===== src/pkg/lpm_map.svh =====
// Register offsets, field positions, reset values and counts of the low-power controller
// Notes on behaviour
// - Supply-low flag read-only, sets below falling trip
// - Any reset clears the supply-low flag
// - Flag clears above rising trip, else holds
// - Supply monitor never raises an interrupt
// - Enabled supply monitor keeps running in wait
// - Supply monitor runs in stop only if enabled
// - Stop stops CPU clock; bus clock unless oscillator-run
// - Converter runs in wait, aborts on stop
// - Break idle in stop; break wake sets flag
// - Wait clears CPU mask; reset sets it
// - Stop clears CPU mask; reset sets it
// - CPU clock restarts only after stabilization delay
// - Oscillator off in stop holds generator clocks low
// - Oscillator on in stop; generator irqs cannot wake
// - Stop without oscillator clears stable and monitor bits
// - Watchdog counts in wait; stop removes its clock
// - Stop honoured only with stop-enable bit set
// - Unmasked external interrupt wakes wait and stop
// - Unmasked keypad interrupt wakes wait and stop
// - Serial runs in wait, frozen in stop
// - SPI runs in wait, its irqs wake
// - Recovery holds clocks 4096 cycles, or 32
`ifndef LPM_MAP_SVH
`define LPM_MAP_SVH
`define LPM_OFS_STATUS 8'h00
`define LPM_OFS_CFG_ONE 8'h04
`define LPM_OFS_CFG_TWO 8'h08
`define LPM_OFS_IRQ_MASK 8'h0c
`define LPM_OFS_CLKGEN 8'h10
`define LPM_OFS_BREAK 8'h14
`define LPM_CFG1_STOP_EN 0
`define LPM_CFG1_SHORT_REC 1
`define LPM_CFG1_MON_IN_STOP 2
`define LPM_CFG1_MON_PWR_DIS 3
`define LPM_CFG1_MON_RST_DIS 4
`define LPM_CFG1_WMASK 8'h1f
`define LPM_CFG2_OSC_RUN 0
`define LPM_CFG2_WMASK 8'h01
`define LPM_MASK_EXT 0
`define LPM_MASK_KEY 1
`define LPM_MASK_WMASK 8'h03
`define LPM_CG_EXT_STABLE 0
`define LPM_CG_INT_STABLE 1
`define LPM_CG_CLOCK_MONITOR_ON 2
`define LPM_CG_CLOCK_MONITOR_IRQ_EN 3
`define LPM_CG_CMF 4
`define LPM_BRK_FLAG 0
`define LPM_CFG1_RESET 8'h00
`define LPM_CFG2_RESET 8'h00
`define LPM_MASK_RESET 8'h00
`define LPM_CLKGEN_RESET 8'h00
`define LPM_RECOVERY_LONG 4096
`define LPM_RECOVERY_SHORT 32
`endif


===== src/pkg/lpm_pkg.sv =====
// Types shared by the low-power mode controller
package lpm_pkg;
    typedef enum logic [1:0] {
        ST_RUN = 2'b00,
        ST_WAIT = 2'b01,
        ST_STOP = 2'b10,
        ST_RECOVER = 2'b11
    } lpm_state_t;

    typedef struct packed {
        logic ext_irq;
        logic keypad_irq;
        logic converter_irq;
        logic break_irq;
        logic clockgen_irq;
        logic serial_irq;
        logic spi_irq;
        logic timebase_irq;
    } wake_req_t;

    typedef struct packed {
        logic cpu;
        logic bus;
        logic reference;
        logic system;
        logic watchdog;
        logic timebase;
    } clk_gate_t;

    typedef struct packed {
        logic wait_ind;
        logic stop_ind;
        logic converter_run;
        logic converter_abort;
        logic break_active;
        logic serial_run;
        logic spi_run;
        logic watchdog_run;
        logic watchdog_prescaler_clr;
        logic supply_monitor_run;
    } periph_mode_t;
endpackage


===== src/low_power_mode_control.sv =====
// Wait/stop mode controller with clock gating, wake logic and supply monitor flag
//
// Added by the designer: the register addresses and the AHB-Lite slave port.
`timescale 1ns/1ps
`default_nettype none
`include "lpm_map.svh"
module low_power_mode_control #(
    parameter int RECOVERY_LONG = `LPM_RECOVERY_LONG,
    parameter int RECOVERY_SHORT = `LPM_RECOVERY_SHORT
) (
    // Clock, reset, freeze
    input wire logic clock,
    input wire logic rst,
    input wire logic clk_en,
    // AHB-Lite slave
    input wire logic hsel,
    input wire logic [31:0] haddr,
    input wire logic [1:0] htrans,
    input wire logic hwrite,
    input wire logic [2:0] hsize,
    input wire logic [31:0] hwdata,
    input wire logic hready,
    output logic hreadyout,
    output logic hresp,
    output logic [31:0] hrdata,
    // CPU instruction events and interrupt mask
    input wire logic wait_exec,
    input wire logic stop_exec,
    input wire logic cpu_irq_mask_set,
    input wire logic cpu_irq_mask_clr,
    output logic cpu_irq_mask,
    // Wake requests and clock generator events
    input wire lpm_pkg::wake_req_t wake_req,
    input wire logic ext_clock_stable_set,
    input wire logic int_clock_stable_set,
    input wire logic clock_monitor_event,
    // Supply comparator, asynchronous
    input wire logic supply_below_fall,
    input wire logic supply_above_rise,
    output logic supply_reset_req,
    // Clock gating and peripheral mode indications
    output lpm_pkg::clk_gate_t clk_gate,
    output lpm_pkg::periph_mode_t periph_mode
);
    localparam int REC_W = $clog2(RECOVERY_LONG + 1);

    lpm_pkg::lpm_state_t state_reg;
    lpm_pkg::lpm_state_t state_next;
    lpm_pkg::clk_gate_t gate_next;
    lpm_pkg::periph_mode_t mode_next;
    logic [7:0] cfg1_reg;
    logic [7:0] cfg2_reg;
    logic [7:0] mask_reg;
    logic [7:0] clkgen_reg;
    logic brk_flag_reg;
    logic supply_low_flag;
    logic [1:0] below_sync_reg;
    logic [1:0] above_sync_reg;
    logic irq_mask_reg;
    logic dp_valid_reg;
    logic dp_write_reg;
    logic [7:0] dp_addr_reg;
    logic rd_stage_reg;
    logic [31:0] hrdata_reg;
    logic [7:0] rd_mux;
    logic bus_take;
    logic wr_en;
    logic osc_run;
    logic wait_go;
    logic stop_go;
    logic wait_wake;
    logic stop_wake;
    logic rec_start;
    logic rec_done;
    logic mon_run;
    logic [REC_W-1:0] rec_len_reg;
    logic rec_short_reg;

    assign osc_run = cfg2_reg[`LPM_CFG2_OSC_RUN];

    // Bus slave: writes finish with no wait, reads take one wait state
    assign bus_take = hsel && hready && htrans[1];
    assign wr_en = dp_valid_reg && dp_write_reg;
    assign hreadyout = !(dp_valid_reg && !dp_write_reg && !rd_stage_reg);
    assign hresp = 1'b0;
    assign hrdata = hrdata_reg;

    always_ff @(posedge clock or posedge rst) begin
        if (rst) begin
            dp_valid_reg <= 1'b0;
            dp_write_reg <= 1'b0;
            dp_addr_reg <= 8'h00;
            rd_stage_reg <= 1'b0;
        end else if (clk_en) begin
            if (hready) begin
                dp_valid_reg <= bus_take;
                dp_write_reg <= hwrite;
                dp_addr_reg <= haddr[7:0];
                rd_stage_reg <= 1'b0;
            end else if (dp_valid_reg && !dp_write_reg) begin
                rd_stage_reg <= 1'b1;
            end
        end
    end

    // Read data sampled after any preceding write has landed
    always_comb begin
        case (dp_addr_reg)
            `LPM_OFS_STATUS: rd_mux = {2'b00, state_reg, 2'b00, mon_run, supply_low_flag};
            `LPM_OFS_CFG_ONE: rd_mux = cfg1_reg;
            `LPM_OFS_CFG_TWO: rd_mux = cfg2_reg;
            `LPM_OFS_IRQ_MASK: rd_mux = mask_reg;
            `LPM_OFS_CLKGEN: rd_mux = clkgen_reg;
            `LPM_OFS_BREAK: rd_mux = {7'h00, brk_flag_reg};
            default: rd_mux = 8'h00;
        endcase
    end

    always_ff @(posedge clock or posedge rst) begin
        if (rst) begin
            hrdata_reg <= 32'h0000_0000;
        end else if (clk_en && dp_valid_reg && !dp_write_reg && !rd_stage_reg) begin
            hrdata_reg <= {24'h00_0000, rd_mux};
        end
    end

    // Configuration and mask registers
    always_ff @(posedge clock or posedge rst) begin
        if (rst) begin
            cfg1_reg <= `LPM_CFG1_RESET;
            cfg2_reg <= `LPM_CFG2_RESET;
            mask_reg <= `LPM_MASK_RESET;
        end else if (clk_en && wr_en) begin
            if (dp_addr_reg == `LPM_OFS_CFG_ONE) begin
                cfg1_reg <= hwdata[7:0] & `LPM_CFG1_WMASK;
            end
            if (dp_addr_reg == `LPM_OFS_CFG_TWO) begin
                cfg2_reg <= hwdata[7:0] & `LPM_CFG2_WMASK;
            end
            if (dp_addr_reg == `LPM_OFS_IRQ_MASK) begin
                mask_reg <= hwdata[7:0] & `LPM_MASK_WMASK;
            end
        end
    end

    // Clock generator status; stop without oscillator wipes it
    always_ff @(posedge clock or posedge rst) begin
        if (rst) begin
            clkgen_reg <= `LPM_CLKGEN_RESET;
        end else if (clk_en) begin
            if (state_reg == lpm_pkg::ST_STOP && !osc_run) begin
                clkgen_reg <= 8'h00;
            end else begin
                if (wr_en && dp_addr_reg == `LPM_OFS_CLKGEN) begin
                    clkgen_reg[`LPM_CG_CLOCK_MONITOR_ON] <= hwdata[`LPM_CG_CLOCK_MONITOR_ON];
                    clkgen_reg[`LPM_CG_CLOCK_MONITOR_IRQ_EN] <= hwdata[`LPM_CG_CLOCK_MONITOR_IRQ_EN];
                    if (hwdata[`LPM_CG_CMF]) begin
                        clkgen_reg[`LPM_CG_CMF] <= 1'b0;
                    end
                end
                // Later assignments let a same-cycle event beat the clear
                if (ext_clock_stable_set) begin
                    clkgen_reg[`LPM_CG_EXT_STABLE] <= 1'b1;
                end
                if (int_clock_stable_set) begin
                    clkgen_reg[`LPM_CG_INT_STABLE] <= 1'b1;
                end
                if (clock_monitor_event && clkgen_reg[`LPM_CG_CLOCK_MONITOR_ON]) begin
                    clkgen_reg[`LPM_CG_CMF] <= 1'b1;
                end
            end
        end
    end

    // Break-in-low-power flag, write one to clear, set wins
    always_ff @(posedge clock or posedge rst) begin
        if (rst) begin
            brk_flag_reg <= 1'b0;
        end else if (clk_en) begin
            if (wake_req.break_irq && state_reg != lpm_pkg::ST_RUN) begin
                brk_flag_reg <= 1'b1;
            end else if (wr_en && dp_addr_reg == `LPM_OFS_BREAK && hwdata[`LPM_BRK_FLAG]) begin
                brk_flag_reg <= 1'b0;
            end
        end
    end

    // Supply comparator synchronisers
    always_ff @(posedge clock or posedge rst) begin
        if (rst) begin
            below_sync_reg <= 2'b00;
            above_sync_reg <= 2'b00;
        end else if (clk_en) begin
            below_sync_reg <= {below_sync_reg[0], supply_below_fall};
            above_sync_reg <= {above_sync_reg[0], supply_above_rise};
        end
    end

    // Monitor powered unless disabled; in stop only with its enable
    assign mon_run = !cfg1_reg[`LPM_CFG1_MON_PWR_DIS]
        && (state_reg != lpm_pkg::ST_STOP || cfg1_reg[`LPM_CFG1_MON_IN_STOP]);

    always_ff @(posedge clock or posedge rst) begin
        if (rst) begin
            supply_low_flag <= 1'b0;
        end else if (clk_en && mon_run) begin
            if (below_sync_reg[1]) begin
                supply_low_flag <= 1'b1;
            end else if (above_sync_reg[1]) begin
                supply_low_flag <= 1'b0;
            end
        end
    end

    // Reset request only; the monitor has no interrupt path
    assign supply_reset_req = mon_run && !cfg1_reg[`LPM_CFG1_MON_RST_DIS]
        && supply_low_flag;

    // Wake decode
    assign wait_go = state_reg == lpm_pkg::ST_RUN && wait_exec;
    assign stop_go = state_reg == lpm_pkg::ST_RUN && stop_exec && !wait_exec
        && cfg1_reg[`LPM_CFG1_STOP_EN];
    assign wait_wake = (wake_req.ext_irq && !mask_reg[`LPM_MASK_EXT])
        || (wake_req.keypad_irq && !mask_reg[`LPM_MASK_KEY])
        || wake_req.converter_irq
        || wake_req.break_irq
        || wake_req.clockgen_irq
        || wake_req.serial_irq
        || wake_req.spi_irq
        || wake_req.timebase_irq;
    // Clock generator requests are left out here on purpose
    assign stop_wake = (wake_req.ext_irq && !mask_reg[`LPM_MASK_EXT])
        || (wake_req.keypad_irq && !mask_reg[`LPM_MASK_KEY])
        || wake_req.break_irq
        || (wake_req.timebase_irq && osc_run);
    assign rec_start = state_reg == lpm_pkg::ST_STOP && stop_wake;

    always_comb begin
        state_next = state_reg;
        unique case (state_reg)
            lpm_pkg::ST_RUN: begin
                if (wait_go) begin
                    state_next = lpm_pkg::ST_WAIT;
                end else if (stop_go) begin
                    state_next = lpm_pkg::ST_STOP;
                end
            end
            lpm_pkg::ST_WAIT: begin
                if (wait_wake) begin
                    state_next = lpm_pkg::ST_RUN;
                end
            end
            lpm_pkg::ST_STOP: begin
                if (stop_wake) begin
                    state_next = lpm_pkg::ST_RECOVER;
                end
            end
            lpm_pkg::ST_RECOVER: begin
                if (rec_done) begin
                    state_next = lpm_pkg::ST_RUN;
                end
            end
        endcase
    end

    always_ff @(posedge clock or posedge rst) begin
        if (rst) begin
            state_reg <= lpm_pkg::ST_RUN;
        end else if (clk_en) begin
            state_reg <= state_next;
        end
    end

    recovery_counter #(
        .WIDTH(REC_W),
        .LONG_COUNT(RECOVERY_LONG),
        .SHORT_COUNT(RECOVERY_SHORT)
    ) u_recovery (
        .clock(clock),
        .rst(rst),
        .clk_en(clk_en),
        .start(rec_start),
        .short_sel(cfg1_reg[`LPM_CFG1_SHORT_REC]),
        .busy(),
        .done(rec_done)
    );

    // Gates and indications follow the next state so they switch on the entry edge
    always_comb begin
        gate_next = '0;
        mode_next = '0;
        unique case (state_next)
            lpm_pkg::ST_RUN: begin
                gate_next = '1;
            end
            lpm_pkg::ST_WAIT: begin
                gate_next = '1;
                gate_next.cpu = 1'b0;
            end
            lpm_pkg::ST_STOP: begin
                gate_next.bus = osc_run;
                gate_next.reference = osc_run;
                gate_next.system = osc_run;
                gate_next.timebase = osc_run;
            end
            lpm_pkg::ST_RECOVER: begin
                gate_next.reference = 1'b1;
            end
        endcase
        mode_next.wait_ind = state_next == lpm_pkg::ST_WAIT;
        mode_next.stop_ind = state_next == lpm_pkg::ST_STOP;
        mode_next.converter_run = state_next != lpm_pkg::ST_STOP;
        mode_next.converter_abort = stop_go;
        mode_next.break_active = state_next != lpm_pkg::ST_STOP;
        mode_next.serial_run = state_next != lpm_pkg::ST_STOP;
        mode_next.spi_run = state_next != lpm_pkg::ST_STOP;
        mode_next.watchdog_run = state_next != lpm_pkg::ST_STOP;
        mode_next.watchdog_prescaler_clr = state_next == lpm_pkg::ST_STOP;
        mode_next.supply_monitor_run = !cfg1_reg[`LPM_CFG1_MON_PWR_DIS]
            && (state_next != lpm_pkg::ST_STOP || cfg1_reg[`LPM_CFG1_MON_IN_STOP]);
    end

    always_ff @(posedge clock or posedge rst) begin
        if (rst) begin
            clk_gate <= '1;
            periph_mode <= '0;
        end else if (clk_en) begin
            clk_gate <= gate_next;
            periph_mode <= mode_next;
        end
    end

    // CPU interrupt mask: reset sets it, low-power entry clears it
    assign cpu_irq_mask = irq_mask_reg;

    always_ff @(posedge clock or posedge rst) begin
        if (rst) begin
            irq_mask_reg <= 1'b1;
        end else if (clk_en) begin
            if (wait_go || stop_go) begin
                irq_mask_reg <= 1'b0;
            end else if (cpu_irq_mask_set) begin
                irq_mask_reg <= 1'b1;
            end else if (cpu_irq_mask_clr) begin
                irq_mask_reg <= 1'b0;
            end
        end
    end

    // Helper: length of each recovery window
    always_ff @(posedge clock or posedge rst) begin
        if (rst) begin
            rec_len_reg <= '0;
            rec_short_reg <= 1'b0;
        end else if (clk_en) begin
            rec_len_reg <= (state_reg == lpm_pkg::ST_RECOVER) ? rec_len_reg + 1'b1 : '0;
            if (rec_start) begin
                rec_short_reg <= cfg1_reg[`LPM_CFG1_SHORT_REC];
            end
        end
    end
endmodule
`default_nettype wire


===== src/recovery_counter.sv =====
// Stop-recovery delay counter
`timescale 1ns/1ps
`default_nettype none
module recovery_counter #(
    parameter int WIDTH = 13,
    parameter int LONG_COUNT = 4096,
    parameter int SHORT_COUNT = 32
) (
    // Clock and reset
    input wire logic clock,
    input wire logic rst,
    input wire logic clk_en,
    // Control
    input wire logic start,
    input wire logic short_sel,
    // Status
    output logic busy,
    output logic done
);
    logic [WIDTH-1:0] count_reg;
    logic busy_reg;

    assign busy = busy_reg;
    assign done = busy_reg && (count_reg == '0);

    // Loaded with count less one so the busy window is exactly the count
    always_ff @(posedge clock or posedge rst) begin
        if (rst) begin
            count_reg <= '0;
            busy_reg <= 1'b0;
        end else if (clk_en) begin
            if (start) begin
                busy_reg <= 1'b1;
                count_reg <= short_sel ? WIDTH'(SHORT_COUNT - 1) : WIDTH'(LONG_COUNT - 1);
            end else if (done) begin
                busy_reg <= 1'b0;
            end else if (busy_reg) begin
                count_reg <= count_reg - 1'b1;
            end
        end
    end
endmodule
`default_nettype wire


===== config.mk =====
export PLATFORM = sky130hd
export DESIGN_NAME = low_power_mode_control
export DESIGN_NICKNAME = d
export VERILOG_FILES = /design/src/pkg/lpm_pkg.sv /design/src/low_power_mode_control.sv /design/src/recovery_counter.sv
export VERILOG_INCLUDE_DIRS = /design/src /design/src/pkg
export SDC_FILE = /design/constraint.sdc
export NUM_CORES = 1
export LEC_CHECK = 0
export BUFFER_PORTS_ARGS = -buffer_cell sky130_fd_sc_hd__buf_4
export CAP_MARGIN = 10
export CORE_ASPECT_RATIO = 1.1
export CORE_MARGIN = 2
export CORE_UTILIZATION = 35
export DETAILED_ROUTE_END_ITERATION = 12
export GPL_TIMING_DRIVEN = 0
export REMOVE_ABC_BUFFERS = 1
export SLEW_MARGIN = 40
export SYNTH_ARGS = -nofsm -noshare
export SYNTH_HDL_FRONTEND = slang
export SYNTH_SLANG_ARGS = --single-unit

===== constraint.sdc =====
create_clock -name clock -period 5.7 [get_ports clock]
set_input_delay 0.57 -clock clock [delete_from_list [all_inputs] [get_ports clock]]
set_output_delay 0.57 -clock clock [all_outputs]
set_load 0.02 [all_outputs]

==> results.tsv <==
metric	value	unit
result of the run	finished clean	
endpoint required time on the critical path	5.93	ns
ratio of cells with drive above 1 in the final layout	0.302	
pin count of the biggest net entering global routing	40	
core area	9350	sq um
simple-gate share of the synthesized area	0.193	
share of flip-flops with an asynchronous set or reset after synthesis	1.00	
flip-flop count of the largest register, all copies and words added	13	
post-CTS repair timing setup buffer count	0	
Final Max Slew Viols	0	
number of antenna violations at the first check in global routing	0	
CTS Root Buffer Type	sky130_fd_sc_hd__clkbuf_8	
overall die area	10400	sq um
Max Buffers Root-to-Sink	2	
Final TNS setup	0	ns
count of hold-fix buffers inserted at cts	0	
Hold Crit Class	in2async	
final number of setup-violating endpoints	0	
Port Buffers	61	
TritonCTS clock tree	yes	
Total Routing Usage GR	0.150	
most used standard cell by instance count after synthesis	sky130_fd_sc_hd__dfrtp_1	
measured slew at the worst slew-check pin	0.548	ns
starting density of the core	0.360	
final worst path period share	0.390	
number of cells on the worst reg-to-reg path	4	
Synth Area in Compound Gates	0.131	
minimum clock period	2.22	ns
combined area of the multi-input logic cells	1540	sq um
number of enable flip-flop cells after synthesis	0	
average via count per standard cell	5.05	
RSZ-0062 raised after global routing	false	
slowest cell on the critical path	sky130_fd_sc_hd__or4_4	
final worst clock skew	0.0122	ns
XOR/XNOR share of the synthesized area	0.00781	
P_leak	1.76	nW
vertical die dimension	107	microns
insertion delay of the later-clocked pin in the worst-skew pair	0.34	ns
cell class contributing the biggest share of worst-path delay	simple AND/OR/NAND/NOR gates	
global-route wire length before repair	12.4	mm
Worst Setup End Kind	flop	
cell types occupying the most area after synthesis	sky130_fd_sc_hd__dfrtp_1 (42%), sky130_fd_sc_hd__buf_4 (7.6%), sky130_fd_sc_hd__mux2_2 (7.0%), sky130_fd_sc_hd__nand2_1 (4.2%), sky130_fd_sc_hd__dfstp_2 (3.9%)	
reg-to-reg startpoint	dp_addr_reg[5]	
synth-to-layout area growth	19.5	%
drt first-iter violations	104	
Critical Path Max Stage Delay	0.54	ns
share of the synthesized area in the top cell type	0.424	
clock transition time at the flip-flop clock pins of the worst setup and hold paths	0.07	ns
row cnt	37	
worst setup slack after layout	3.48	ns
adder-cell area share of the yosys netlist	0.00744	
Max H-tree Level	3	
worst path cell trace	or4_4, or3_1, nor4b_4, mux2_1	
main combinational cell family by area after synthesis	simple AND/OR/NAND/NOR gates	
maximum fanout count along the critical path	6	
DRC Markers	0	
count of different cell masters after synthesis	61	
commonest cells in the synthesized netlist	sky130_fd_sc_hd__dfrtp_1 (57), sky130_fd_sc_hd__nand2_1 (38), sky130_fd_sc_hd__buf_4 (34)	
final routed wirelength across all metal layers	7.46	mm
critical path class	reg2reg	
overall overflow remaining after global route	0	
number of diodes	0	
Nets	483	
count of buffer and inverter cells on the critical path	0	
mean cell area of the mapped netlist	9.95	sq um
Max Cap Viol	0	
R2R setup slack	3.48	ns
CTS Buf Count	9	
Final GP Congestion	0.846	
biggest area consumer among synthesized cells	sky130_fd_sc_hd__dfrtp_1	
die width	97.5	microns
share of cell area taken by muxes after synthesis	0.0893	
Post-Place Worst Slack	3.24	ns
half-perimeter wire length after placement	5.58	mm
number of gates resized after cts	0	
number of detailed-route iterations in the first pass	4	
Synth Instances	338	
dominant synthesized flop cell	sky130_fd_sc_hd__dfrtp_1	
hold violation count in the final report	0	
worst voltage drop across the vdd grid	0.159	mV
synthesis warning total	0	
number of global-route vias before repair	2465	
sequential cell area	1560	sq um
Highest Clock Rate	450	MHz
type of element launching the critical path	flop	
number of storage elements in the synthesis netlist	62	
post-synthesis sequential area ratio	0.463	
Pwr per Cell Area	354	nW/um^2
fill cell count	946	
top-level port count	144	
Worst EP arrival	2.45	ns
netlist area before placement	3360	sq um
vias	2580	
antenna viol nets, final	0	
Slew Limit Headroom	0.632	
reg2reg end	cfg2_reg[0]	
wire per inst	14.6	microns
Sinks on Clock Net	62	
power by group:
group | switching (mW) | total [mW] | internal (mW)
sequential | 0.0826 | 0.599 | 0.516
clock | 0.169 | 0.484 | 0.315
combinational | 0.190 | 0.340 | 0.150
total | 0.441 | 1.42 | 0.981
through the flow:
step | utilization | instances | hold slack (ns) | total power [mW] | cell area, sq um
global route | 0.430 | 511 | 0.232 | 1.50 | 4020
global placement | 0.401 | 494 | 0.465 | 0.937 | 3750
floorplan | - | 316 | 0.455 | 0.815 | 3150
finish | 0.430 | 511 | 0.205 | 1.42 | 4020
CTS | 0.430 | 511 | 0.220 | 1.43 | 4020
detailed placement | 0.403 | 495 | 0.468 | 0.948 | 3770
final cells by class:
cell class,count,area share
Multi-Input combinational cell,242,0.384
Clock inverter,3,0.0224
Sequential cell,62,0.387
Timing Repair Buffer,62,0.119
Inverter,12,0.0118
Clock buffer,13,0.0395
Tap cell,117,0.0364
layer usage:
| metal | vias up | share of wire | global-route usage |
|---|---|---|---|
| met5 | - | 0 | 0 |
| met4 | 0 | 0.016 | 0.0714 |
| met3 | 6 | 0.041 | 0.0267 |
| met2 | 63 | 0.50 | 0.248 |
| met1 | 1254 | 0.44 | 0.191 |
| li1 | 1257 | - | - |
layout by cell type, fill, tap and decap left out, types with 5 or more instances in the layout:
master                     synthesis  final
sky130_fd_sc_hd__dfstp_2           5      5
sky130_fd_sc_hd__nor2_1           20     20
sky130_fd_sc_hd__nand2_1          38     38
sky130_fd_sc_hd__inv_1            12     11
sky130_fd_sc_hd__buf_4            34     61
sky130_fd_sc_hd__nand3_1           8      8
sky130_fd_sc_hd__mux2_2           21     21
sky130_fd_sc_hd__o31ai_1           8      8
sky130_fd_sc_hd__nor3_1           12     12
sky130_fd_sc_hd__conb_1            1     27
sky130_fd_sc_hd__o21ai_0          13     13
sky130_fd_sc_hd__dfrtp_1          57     57
sky130_fd_sc_hd__nand2b_1          5      5
sky130_fd_sc_hd__clkbuf_8          0     11
sky130_fd_sc_hd__a21oi_1          13     13
worst max path at each step:
stage / from / to / slack, ns / cells past startpoint
after floorplan: dp_addr_reg[5] / cfg2_reg[0] / 3.59 / 4
after global placement: rst / state_reg[1] / 2.75 / 2
after detailed placement: clk_en / u_recovery.count_reg[5] / 3.24 / 6
after CTS: dp_addr_reg[5] / cfg2_reg[0] / 3.47 / 4
after global routing: u_recovery.count_reg[0] / u_recovery.count_reg[5] / 3.27 / 7
final: dp_addr_reg[5] / cfg2_reg[0] / 3.48 / 4
kinds of logic (layout without fill, tap and decap cells):
group | count (synthesis) | count (layout)
buffers and inverters | 60 | 90
AO/OA/AOI/OAI | 65 | 65
multiplexers | 26 | 26
adder cells (fa/ha/maj) | 2 | 2
other | 1 | 27
flip-flops | 62 | 62
AND/OR/NAND/NOR | 119 | 119
XOR/XNOR | 3 | 3
Note: power is estimated with default switching activity, not from simulation.
